==> src/ftd_defines.svh <==
`ifndef FTD_DEFINES_SVH
`define FTD_DEFINES_SVH

// ----------------------------------------------------------------
// register map
// ----------------------------------------------------------------
`define FTD_MAP_BASE 16'hF380
`define FTD_MAP_LAST 16'hF3BF
`define FTD_CTRL_ADDR 16'hF3C0
`define FTD_STAT_ADDR 16'hF3C1

// ----------------------------------------------------------------
// reset values
// ----------------------------------------------------------------
`define FTD_MAP_RST 16'h0000
`define FTD_CTRL_RST 2'h0

// ----------------------------------------------------------------
// field positions
// ----------------------------------------------------------------
`define FTD_CTRL_HIZ_A 0
`define FTD_CTRL_HIZ_B 1
`define FTD_STAT_ACTIVE 0
`define FTD_STAT_SLOT_LSB 8
`define FTD_STAT_SLOT_MSB 12

// ----------------------------------------------------------------
// timing: bits per slot, slots per pin
// ----------------------------------------------------------------
`define FTD_SLOT_BITS 8
`define FTD_SLOTS_PER_PIN 32
`define FTD_WORD_BITS 32
`define FTD_NUM_CHANNELS 16

`endif

==> src/ftd_pkg.sv <==
`default_nettype none

package ftd_pkg;

  // one slot map entry, 16 bits wide
  typedef struct packed {
    logic [7:0] rsvd;
    logic en;
    logic rev;
    logic grp;
    logic [2:0] ch;
    logic [1:0] bsel;
  } ftd_slot_map_t;

  // words of serial output channels 32..47, index 0 is channel 32
  typedef logic [15:0][31:0] ftd_words_t;

endpackage

`default_nettype wire

==> src/ftd_map_mem.sv <==
`timescale 1ns/1ps
`default_nettype none
`include "ftd_defines.svh"

// ----------------------------------------------------------------
// slot map storage: one write port, three registered read ports
// ----------------------------------------------------------------
module ftd_map_mem #(
  parameter int DEPTH = 64,
  parameter int WIDTH = 16,
  parameter int AW = 6
) (
  input wire logic clk,
  input wire logic reset_n,
  input wire logic wr_en,
  input wire logic [AW-1:0] wr_addr,
  input wire logic [WIDTH-1:0] wr_data,
  input wire logic sw_rd,
  input wire logic [AW-1:0] sw_addr,
  input wire logic sw_bypass,
  input wire logic [WIDTH-1:0] sw_bypass_data,
  output logic [WIDTH-1:0] sw_q,
  input wire logic [AW-1:0] a_addr,
  output logic [WIDTH-1:0] a_q,
  input wire logic [AW-1:0] b_addr,
  output logic [WIDTH-1:0] b_q
);

  logic [WIDTH-1:0] mem_ff [DEPTH];

  if (DEPTH != (1 << AW)) begin : g_bad_depth
    $error("ftd_map_mem: DEPTH must equal 2**AW");
  end

  // storage, cleared by reset so every slot starts disabled
  always_ff @(posedge clk or negedge reset_n) begin
    if (!reset_n) begin
      for (int i = 0; i < DEPTH; i++) begin
        mem_ff[i] <= WIDTH'(`FTD_MAP_RST);
      end
    end else if (wr_en) begin
      mem_ff[wr_addr] <= wr_data;
    end
  end

  // software read; stands one cycle only, zero otherwise
  always_ff @(posedge clk or negedge reset_n) begin
    if (!reset_n) begin
      sw_q <= '0;
    end else if (sw_rd) begin
      sw_q <= sw_bypass ? sw_bypass_data : mem_ff[sw_addr];
    end else begin
      sw_q <= '0;
    end
  end

  // slot lookups for the two pins
  always_ff @(posedge clk or negedge reset_n) begin
    if (!reset_n) begin
      a_q <= '0;
      b_q <= '0;
    end else begin
      a_q <= mem_ff[a_addr];
      b_q <= mem_ff[b_addr];
    end
  end

endmodule

`default_nettype wire

==> src/ftd_slot_source.sv <==
`timescale 1ns/1ps
`default_nettype none
`include "ftd_defines.svh"

module ftd_slot_source #(
  parameter int SLOT_BITS = `FTD_SLOT_BITS,
  parameter int SLOTS_PER_PIN = `FTD_SLOTS_PER_PIN,
  parameter int WORD_BITS = `FTD_WORD_BITS
) (
  input wire logic clk,
  input wire logic reset_n,
  input wire logic [15:0] reg_addr,
  input wire logic [15:0] reg_wdata,
  input wire logic reg_wr,
  input wire logic reg_rd,
  output logic [15:0] reg_rdata,
  input wire logic frame_start,
  input wire ftd_pkg::ftd_words_t chan_words,
  output logic flex_data_pin_a,
  output logic flex_data_pin_a_oe,
  output logic flex_data_pin_b,
  output logic flex_data_pin_b_oe
);
  import ftd_pkg::*;

  // the slot counter and byte picker are built for this geometry only
  if (SLOT_BITS != 8 || SLOTS_PER_PIN != 32 || WORD_BITS != 32) begin : g_bad_param
    $error("ftd_slot_source: only 8-bit slots, 32 slots per pin, 32-bit words");
  end

  // ----------------------------------------------------------------
  // register decode
  // ----------------------------------------------------------------
  logic in_map;
  logic [1:0] port_hiz_when_idle_ff;
  logic active_ff;
  logic [7:0] cnt_ff;
  logic [7:0] nxt_cnt;
  logic [15:0] own_rdata;
  logic [15:0] map_a_raw;
  logic [15:0] map_b_raw;
  ftd_slot_map_t map_a;
  ftd_slot_map_t map_b;

  // the map window is 64 consecutive addresses
  assign in_map = (reg_addr >= `FTD_MAP_BASE) && (reg_addr <= `FTD_MAP_LAST);

  // own registers and unmapped addresses answer through the bypass
  always_comb begin
    own_rdata = 16'h0000;
    if (reg_addr == `FTD_CTRL_ADDR) begin
      own_rdata = {14'h0000, port_hiz_when_idle_ff};
    end else if (reg_addr == `FTD_STAT_ADDR) begin
      own_rdata[`FTD_STAT_ACTIVE] = active_ff;
      own_rdata[`FTD_STAT_SLOT_MSB:`FTD_STAT_SLOT_LSB] = cnt_ff[7:3];
    end else begin
      own_rdata = 16'h0000;
    end
  end

  // per-port idle drive choice
  always_ff @(posedge clk or negedge reset_n) begin
    if (!reset_n) begin
      port_hiz_when_idle_ff <= `FTD_CTRL_RST;
    end else if (reg_wr && reg_addr == `FTD_CTRL_ADDR) begin
      port_hiz_when_idle_ff <= reg_wdata[1:0];
    end
  end

  // ----------------------------------------------------------------
  // slot timing
  // ----------------------------------------------------------------
  // one bit per clock; a frame start forces slot 0 bit 0
  assign nxt_cnt = frame_start ? 8'h00 : 8'(cnt_ff + 8'h01);

  always_ff @(posedge clk or negedge reset_n) begin
    if (!reset_n) begin
      cnt_ff <= 8'h00;
    end else begin
      cnt_ff <= nxt_cnt;
    end
  end

  // pins stay idle until the first frame has been seen
  always_ff @(posedge clk or negedge reset_n) begin
    if (!reset_n) begin
      active_ff <= 1'b0;
    end else if (frame_start) begin
      active_ff <= 1'b1;
    end
  end

  // lookup is addressed by the next count so the entry lines up with cnt_ff
  ftd_map_mem #(
    .DEPTH(64),
    .WIDTH(16),
    .AW(6)
  ) u_map (
    .clk(clk),
    .reset_n(reset_n),
    .wr_en(reg_wr && in_map),
    .wr_addr(reg_addr[5:0]),
    .wr_data(reg_wdata),
    .sw_rd(reg_rd),
    .sw_addr(reg_addr[5:0]),
    .sw_bypass(!in_map),
    .sw_bypass_data(own_rdata),
    .sw_q(reg_rdata),
    .a_addr({1'b0, nxt_cnt[7:3]}),
    .a_q(map_a_raw),
    .b_addr({1'b1, nxt_cnt[7:3]}),
    .b_q(map_b_raw)
  );

  assign map_a = ftd_slot_map_t'(map_a_raw);
  assign map_b = ftd_slot_map_t'(map_b_raw);

  // ----------------------------------------------------------------
  // source selection
  // ----------------------------------------------------------------
  function automatic logic [7:0] pick_byte(input logic [31:0] word, input logic [1:0] bsel);
    logic [7:0] r;
    r = 8'h00;
    case (bsel)
      2'b00: r = word[31:24];
      2'b01: r = word[23:16];
      2'b10: r = word[15:8];
      default: r = word[7:0];
    endcase
    return r;
  endfunction

  logic [3:0] idx_a;
  logic [3:0] idx_b;
  logic [31:0] word_a;
  logic [31:0] word_b;
  logic [7:0] byte_a;
  logic [7:0] byte_b;
  logic bit_a;
  logic bit_b;

  // group bit is the high index bit: base 32 or 40, code adds on top
  assign idx_a = {map_a.grp, map_a.ch};
  assign idx_b = {map_b.grp, map_b.ch};
  assign word_a = chan_words[idx_a];
  assign word_b = chan_words[idx_b];
  assign byte_a = pick_byte(word_a, map_a.bsel);
  assign byte_b = pick_byte(word_b, map_b.bsel);
  // msb first unless reversed; ~cnt is 7 minus the bit position
  assign bit_a = map_a.rev ? byte_a[cnt_ff[2:0]] : byte_a[~cnt_ff[2:0]];
  assign bit_b = map_b.rev ? byte_b[cnt_ff[2:0]] : byte_b[~cnt_ff[2:0]];

  // ----------------------------------------------------------------
  // pin drive
  // ----------------------------------------------------------------
  // pins lag the counter by one cycle; disabled slot is low or released
  always_ff @(posedge clk or negedge reset_n) begin
    if (!reset_n) begin
      flex_data_pin_a <= 1'b0;
      flex_data_pin_a_oe <= 1'b0;
      flex_data_pin_b <= 1'b0;
      flex_data_pin_b_oe <= 1'b0;
    end else begin
      flex_data_pin_a <= active_ff && map_a.en && bit_a;
      flex_data_pin_a_oe <= (active_ff && map_a.en) || !port_hiz_when_idle_ff[`FTD_CTRL_HIZ_A];
      flex_data_pin_b <= active_ff && map_b.en && bit_b;
      flex_data_pin_b_oe <= (active_ff && map_b.en) || !port_hiz_when_idle_ff[`FTD_CTRL_HIZ_B];
    end
  end

  // ----------------------------------------------------------------
  // checks
  // ----------------------------------------------------------------
  // reference bit taken from the flat word vector by arithmetic
  logic [511:0] words_flat;
  int exp_pos_a;
  int exp_pos_b;
  logic exp_bit_a;
  logic exp_bit_b;

  assign words_flat = chan_words;
  assign exp_pos_a = int'(idx_a) * 32 + (map_a.rev ? 24 + int'(cnt_ff[2:0]) : 31 - int'(cnt_ff[2:0]))
                     - 8 * int'(map_a.bsel);
  assign exp_pos_b = int'(idx_b) * 32 + (map_b.rev ? 24 + int'(cnt_ff[2:0]) : 31 - int'(cnt_ff[2:0]))
                     - 8 * int'(map_b.bsel);
  assign exp_bit_a = words_flat[exp_pos_a];
  assign exp_bit_b = words_flat[exp_pos_b];
endmodule

`default_nettype wire

==> config.mk <==
export PLATFORM = sky130hd
export DESIGN_NAME = ftd_slot_source
export DESIGN_NICKNAME = d
export VERILOG_FILES = /design/src/ftd_pkg.sv /design/src/ftd_map_mem.sv /design/src/ftd_slot_source.sv
export VERILOG_INCLUDE_DIRS = /design/src
export SDC_FILE = /design/constraint.sdc
export NUM_CORES = 2
export LEC_CHECK = 0
export BUFFER_PORTS_ARGS = -buffer_cell sky130_fd_sc_hd__buf_2
export CAP_MARGIN = 20
export CORE_AREA = 2 2 277 485
export CTS_CLUSTER_DIAMETER = 100
export DETAILED_ROUTE_END_ITERATION = 8
export DIE_AREA = 0 0 279 487
export GPL_ROUTABILITY_DRIVEN = 1
export HOLD_SLACK_MARGIN = 0.05
export SYNTH_ARGS = -nofsm -noshare
export SYNTH_HDL_FRONTEND = slang
export SYNTH_SLANG_ARGS = --single-unit
==> constraint.sdc <==
create_clock -name clk -period 4.3 [get_ports clk]
set_clock_uncertainty 0.2 [all_clocks]
set_input_delay 0.86 -clock clk [delete_from_list [all_inputs] [get_ports clk]]
set_output_delay 0.86 -clock clk [all_outputs]
set_load 0.1 [all_outputs]
## Word level (Yosys, flattened, before mapping)

Index checks and enable logic that the tools add are counted.

| word-level totals | value |
|---|---|
| register bits after elaboration | 1,071 |
| output and inout port bits | 20 |
| logic and storage cells | 143 |

| cells by class | value |
|---|---|
| $add $sub $neg | 1 |
| magnitude comparators | 10 |
| equal/unequal tests | 6 |
| multiplexer cells | 34 |
| bitwise operators | 4 |
| reductions and logical operators | 14 |

Operator list:

| cell | number |
|---|---|
| 1024-bit bitwise mux | 1 |
| 16-bit binary-select mux with 6-bit select | 3 |
| 32-bit binary-select mux with 4-bit select | 2 |
| 16-bit demux with 6-bit select | 1 |
| 16-bit 2-to-1 mux | 5 |
| 32-bit 2-to-1 mux | 2 |
| 8-bit case mux with 3 select lines | 2 |
| 8-bit 2-to-1 mux | 5 |
| 16-bit equality test (second input constant) | 2 |
| 7-bit >= comparator (second input constant) | 3 |
| 16-bit >= comparator (second input constant) | 1 |
| 16-bit less-or-equal comparator (second input constant) | 1 |
| 6-bit inverter with 7-bit output | 2 |
| 13-bit 2-to-1 mux | 1 |
| 1-bit binary-select mux with 3-bit select | 4 |
| 4-bit by 5-bit < comparator with 1-bit output (second input constant) | 2 |
| 8-bit by 1-bit adder with 8-bit output (second input constant) | 1 |
| 1-bit logical AND | 8 |
| 3-bit by 4-bit < comparator with 1-bit output (second input constant) | 2 |
| 7-bit by 1-bit < comparator with 1-bit output (second input constant) | 1 |
| 1-bit 2-to-1 mux | 7 |
| 5-bit inverter with 7-bit output | 1 |
| 5-bit 2-to-1 mux | 1 |
| 2-bit by 1-bit equality test with 1-bit output (second input constant) | 2 |
| other kinds (5) | 9 |

## Depth between registers and ports, before layout

| depth | value |
|---|---|
| depth after elaboration | 7 |
| depth in mapped cells | 14 |

## Modules after synthesis

Synthesis repeated with hierarchy kept, for this count alone.

| second synthesis, totals | value |
|---|---|
| cells, all modules | 5,102 |
| area total of the unflattened synthesis | 73,669.4 sq um |

Modules (own cells, without submodules):

| module | instances | cells each | area an instance (sq um) | seq. area each (sq um) |
|---|---|---|---|---|
| ftd_map_mem | 1 | 4,188 | 63,900.0 | 26,825.7 |
| ftd_slot_source | 1 | 914 | 9,769.4 | 375.4 |

## Worst setup path after synthesis

OpenSTA, ideal clock, no wires.

| path | value |
|---|---|
| kind | input port to flip-flop |
| start | in reg_addr[0] |
| end | reg u_map.mem_ff[309] in the netlist's numbering |
| library setup time | 0.125 ns |
| arrival time | 3.141 ns |
| setup slack | 0.834 ns |
| stages | 9 |
| path buffers | 6 |
| cell sequence | buf_2 or3b_1 clkbuf_1 clkbuf_1 buf_1 clkbuf_1 nor2_1 buf_2 mux2_2 |

| between the ends | value |
|---|---|
| cells in the longest elaborated chain, start to end | 6 |
| elaborated cells between the ends (all ways) | 11 |
| classes of those cells | 4 x order compare; 3 x mux; 1 x bitwise; 3 x reduce/logical |

Ends and longest elaborated chain:

| element | RTL line | text |
|---|---|---|
| start: declaration | ftd_slot_source.sv:12 | `input wire logic [15:0] reg_addr,` |
| 6-bit inverter with 7-bit output (not written as such) | ftd_map_mem.sv:42 | `mem_ff[wr_addr] <= wr_data;` |
| 7-bit >= comparator (not written as such) / 7-bit by 1-bit < comparator with 1-bit output (equally long branches) | ftd_map_mem.sv:42 |  |
| 1-bit logical AND (not written as such) | ftd_map_mem.sv:42 |  |
| 16-bit 2-to-1 mux (not written as such) | ftd_map_mem.sv:42 |  |
| 16-bit demux with 6-bit select | ftd_map_mem.sv:42 |  |
| 1024-bit bitwise mux | ftd_map_mem.sv:42 |  |
| end signal: indexed assignment | ftd_map_mem.sv:39 | `` mem_ff[i] <= WIDTH'(`FTD_MAP_RST); `` |
| end signal: indexed assignment | ftd_map_mem.sv:42 |  |
| end: declaration | ftd_map_mem.sv:29 | `logic [WIDTH-1:0] mem_ff [DEPTH];` |

Several ways; a longest one is shown, not always the timed one.
A chain may end at the register's enable or synchronous reset.

## Final worst setup path

| path | value |
|---|---|
| start | reg u_map.a_q[2] |
| end | reg flex_data_pin_a |

| between the ends | value |
|---|---|
| cells in the longest elaborated chain, start to end | 7 |
| elaborated cells between the ends (all ways) | 9 |
| classes of those cells | 8 x mux; 1 x reduce/logical |

Ends and longest elaborated chain:

| element | RTL line | text |
|---|---|---|
| start: declaration | ftd_map_mem.sv:24 | `output logic [WIDTH-1:0] a_q,` |
| start signal: assignment | ftd_map_mem.sv:63 | `a_q <= mem_ff[a_addr];` |
| 32-bit binary-select mux with 4-bit select * | ftd_slot_source.sv:145 | `assign word_a = chan_words[idx_a];` |
| 32-bit 2-to-1 mux (not written as such) * | ftd_slot_source.sv:145 |  |
| 8-bit case mux with 3 select lines * | ftd_slot_source.sv:124 | `case (bsel)` |
| 1-bit binary-select mux with 3-bit select | ftd_slot_source.sv:150 | `assign bit_a = map_a.rev ? byte_a[cnt_ff[2:0]] : byte_a[~cnt_ff[2:0]];` |
| 1-bit 2-to-1 mux (not written as such) | ftd_slot_source.sv:150 |  |
| 1-bit 2-to-1 mux * | ftd_slot_source.sv:150 |  |
| 1-bit logical AND * | ftd_slot_source.sv:164 | `flex_data_pin_a <= active_ff && map_a.en && bit_a;` |
| end signal: assignment | ftd_slot_source.sv:164 |  |
| end: declaration | ftd_slot_source.sv:19 | `output logic flex_data_pin_a,` |

Every way passes the cells marked *; elsewhere a longest branch is shown, timed or not. The select of a mux whose other input is x is not followed.

==> flow_summary.yaml <==
logic_synthesis:
  seq_area_frac_synth_pct: 45.4
  yosysWarnings: 0
  yosysTopAreaCellShare_pct: 45.4
  netlist_area_sq_um: 59000
  synth_top_area_cell: "dfrtp_1"
  async_reset_ff_share_pct: 100
  syn_inst: 5126
  synth_edf_count: 0
  synth.avg_cell_area_sq_um: 11.5
  syn-num-nets: 5676
  synth_area_leaders: "dfrtp_1 45%, mux2_2 18%, mux4_2 8.9%"
  ys.flop_type: "dfrtp_1"
  synth_cell_type_count: 72
  ys_seq_elements: 1071
critical_path:
  cp.required_ns: 4.67
  crit_path_end_kind: "flip-flop"
  critPathKind: "flip-flop to flip-flop"
  critPathBufInv: 4
  crit_fanout: 19
  cp_common_cell: "buf_4"
  crit_chain: "buf_12, buf_4, buf_4, mux4_2, a31oi_1, a31oi_1, a2111oi_2, buf_4, nor2_1, o2bb2a_1"
  startpoint_type: "flip-flop"
  slowest_stage: "dfrtp_4"
  arrival_ns: 4.60
  path_delay_family: "compound AO/OA/AOI/OAI gates"
  cpPeakStageDelay_ns: 0.71
placed_design:
  dp.cells: 7356
  place.gp.congestion: 1.02
  port_buffers: 568
  dp_hpwl_mm: 199
floorplan:
  rows: 177
  start_util_pct: 44.6
  ios: 569
  die_x_um: 279
  die_area_sq_um: 136000
  core_sq_um: 132000
  die_y_um: 487
sta:
  relSlewSlack_pct: 19.7
  fmax_mhz: 237
  finalCriticalPeriod_ns: 4.23
  hold_viol_final: 0
  report.final.slew_viol_count: 0
  rsz0062_at_grt: "false"
  tightest_slew_ns: 1.19
  fin_crit_sh_pct: 98.3
  tns_ns: 0
  setup-violations-final: 0
power:
  powerDensity_nw_per_um2: 306
  irDropWorstVdd_mv: 0.324
  leakage_nw: 32.5
  finalPower_mw: 21.4
clock_network:
  cts_buffers: 93
  clk_path_buf_depth: 3
  clk_latency_ns: 0.71
  ctsHoldBuffers: 1
  clk_pin_slew_ns: 0.07
  clock_sinks: 1071
  cts_tree: "yes"
  ctsHtreeMaxLevel: 3
  post_cts_buffers: 0
  root_buffer: "clkbuf_16"
  post_cts_resized: 0
finish:
  drive_gt1_share_pct: 42.2
  nets: 6304
  fill_cells: 11677
  stdcell_count: 7571
  area_growth_syn_to_layout_pct: 18.6
grt:
  grt-ovfl-total: 0
  grt_max_degree: 98
  antenna_found_initial: 68
  grt_pass1_wl_mm: 385
  grt_usage_pct: 39.9
  grt_pass1_vias: 51132
routing:
  drc: 0
  viasPerCell: 6.70
  drt_iter0_drc: 5552
  wl_mm: 273
  route.vias.total: 50742
  first_pass_iters: 6
  drtAntennaViolNets: 0
  wl_per_cell_um: 36.0
min_path:
  min_path_type: "primary input to flip-flop"
outcome:
  status: "finished clean"
flow_run:
  cap_violations: 0
area by class of cell:
| type | instances | area, sq um | share of cell area, % |
|---|---|---|---|
| clock buffer | 136 | 2730 | 3.90 |
| multi-input combinational | 3512 | 30100 | 43.0 |
| timing repair buffer | 1059 | 7650 | 10.9 |
| tap | 1700 | 2130 | 3.04 |
| antenna | 48 | 120 | 0.172 |
| inverter | 17 | 73.8 | 0.105 |
| sequential | 1071 | 26800 | 38.3 |
| clock inverter | 28 | 378 | 0.540 |
path summary, 6_finish.rpt:
check	end	start	cells after the start	slack, ns
worst max-delay path	flex_data_pin_a	u_map.a_q[2]	10	0.07
worst min-delay path	u_map.sw_q[0]	reg_rd	2	0.26
worst max register to register	flex_data_pin_a	u_map.a_q[2]	10	0.07
worst min register to register	u_map.mem_ff[525]	u_map.mem_ff[525]	1	0.29
max in group asynchronous	u_map.mem_ff[399]	reset_n	4	2.20
min in group asynchronous	u_map.mem_ff[599]	reset_n	2	0.54
metrics by stage:
| step | worst slack [ns] | hold WS (ns) | area, sq um | utilization, % |
|---|---|---|---|---|
| finish | 0.0748 | 0.263 | 70000 | 52.9 |
| global route | 0.00730 | 0.260 | 69900 | 52.9 |
| CTS | 0.177 | 0.211 | 69800 | 52.8 |
| detailed placement | 0.153 | 0.276 | 66700 | 50.4 |
| global placement | 0.140 | 0.267 | 66700 | 50.4 |
| floorplan | 0.834 | 0.220 | 59000 | - |
synthesized netlist by cell type (16+ instances only):
master    number
and3_1        78
clkbuf_1     330
mux2_1        69
a311o_1       16
o22ai_1      482
dfrtp_1     1071
a21o_1        16
buf_1         85
mux2_2       967
nand2_1      609
nor3_1        16
nor4_1       108
nor2_1       118
nand3_1      174
o22a_1        25
o221ai_1      26
mux4_2       233
a22oi_1       31
a311oi_1      96
o21ai_0       29
o211ai_1      18
mux2i_1      100
nor2b_1       18
buf_2         85
a31oi_1       40
a21oi_1       80
power breakdown:
group | switching, mW | total (mW) | internal, mW
registers | 0.00454 | 10.1 | 10.1
logic | 1.59 | 2.46 | 0.873
clock network | 3.92 | 8.86 | 4.94
total | 5.52 | 21.4 | 15.9
worst reg2reg max path, cell delays in order, from the launching register on:
cell and delay (ns):
dfrtp_4 0.71, buf_12 0.24, buf_4 0.40, buf_4 0.28, mux4_2 0.52, a31oi_1 0.61
a31oi_1 0.28, a2111oi_2 0.38, buf_4 0.17, nor2_1 0.03, o2bb2a_1 0.28
sequential cells by signal (all words and copies together) (netlist names):
signal / cells
u_map.mem_ff: 1024
u_map.sw_q: 16
cnt_ff: 8
u_map.a_q: 8
u_map.b_q: 8
port_hiz_when_idle_ff: 2
active_ff: 1
flex_data_pin_a: 1
flex_data_pin_a_oe: 1
flex_data_pin_b: 1
flex_data_pin_b_oe: 1
layer usage:
layer	vias to the layer above	track usage (%)	routed length [um]
li1	20802	-	-
met1	26170	42.5	91300
met2	2831	65.8	131000
met3	909	8.55	19900
met4	30	37.0	30200
met5	-	0	199
logic make-up after synthesis:
kind of cell	share of synthesized area [%]
buffers and inverters	3.94
adder cells (fa/ha/maj)	0.0212
XOR/XNOR	0.0890
AO/OA/AOI/OAI	11.0
flip-flops	45.4
multiplexers	30.4
AND/OR/NAND/NOR	9.19
cell usage in the layout, fill, tap and decap left out, types with 29 or more instances in the layout:
| cell type | n |
|---|---|
| a22oi_1 | 31 |
| mux2i_1 | 100 |
| o22ai_1 | 482 |
| a31oi_1 | 40 |
| and3_1 | 78 |
| clkbuf_16 | 95 |
| nor4_1 | 104 |
| mux2_1 | 69 |
| a21oi_1 | 80 |
| buf_12 | 89 |
| mux2_2 | 967 |
| nand3_1 | 173 |
| buf_4 | 401 |
| diode_2 | 48 |
| a311oi_1 | 96 |
| buf_2 | 567 |
| dfrtp_1 | 1065 |
| nor2_1 | 94 |
| nand2_1 | 607 |
| o21ai_0 | 29 |
| mux4_2 | 233 |
(Power assumes the default switching activity.)
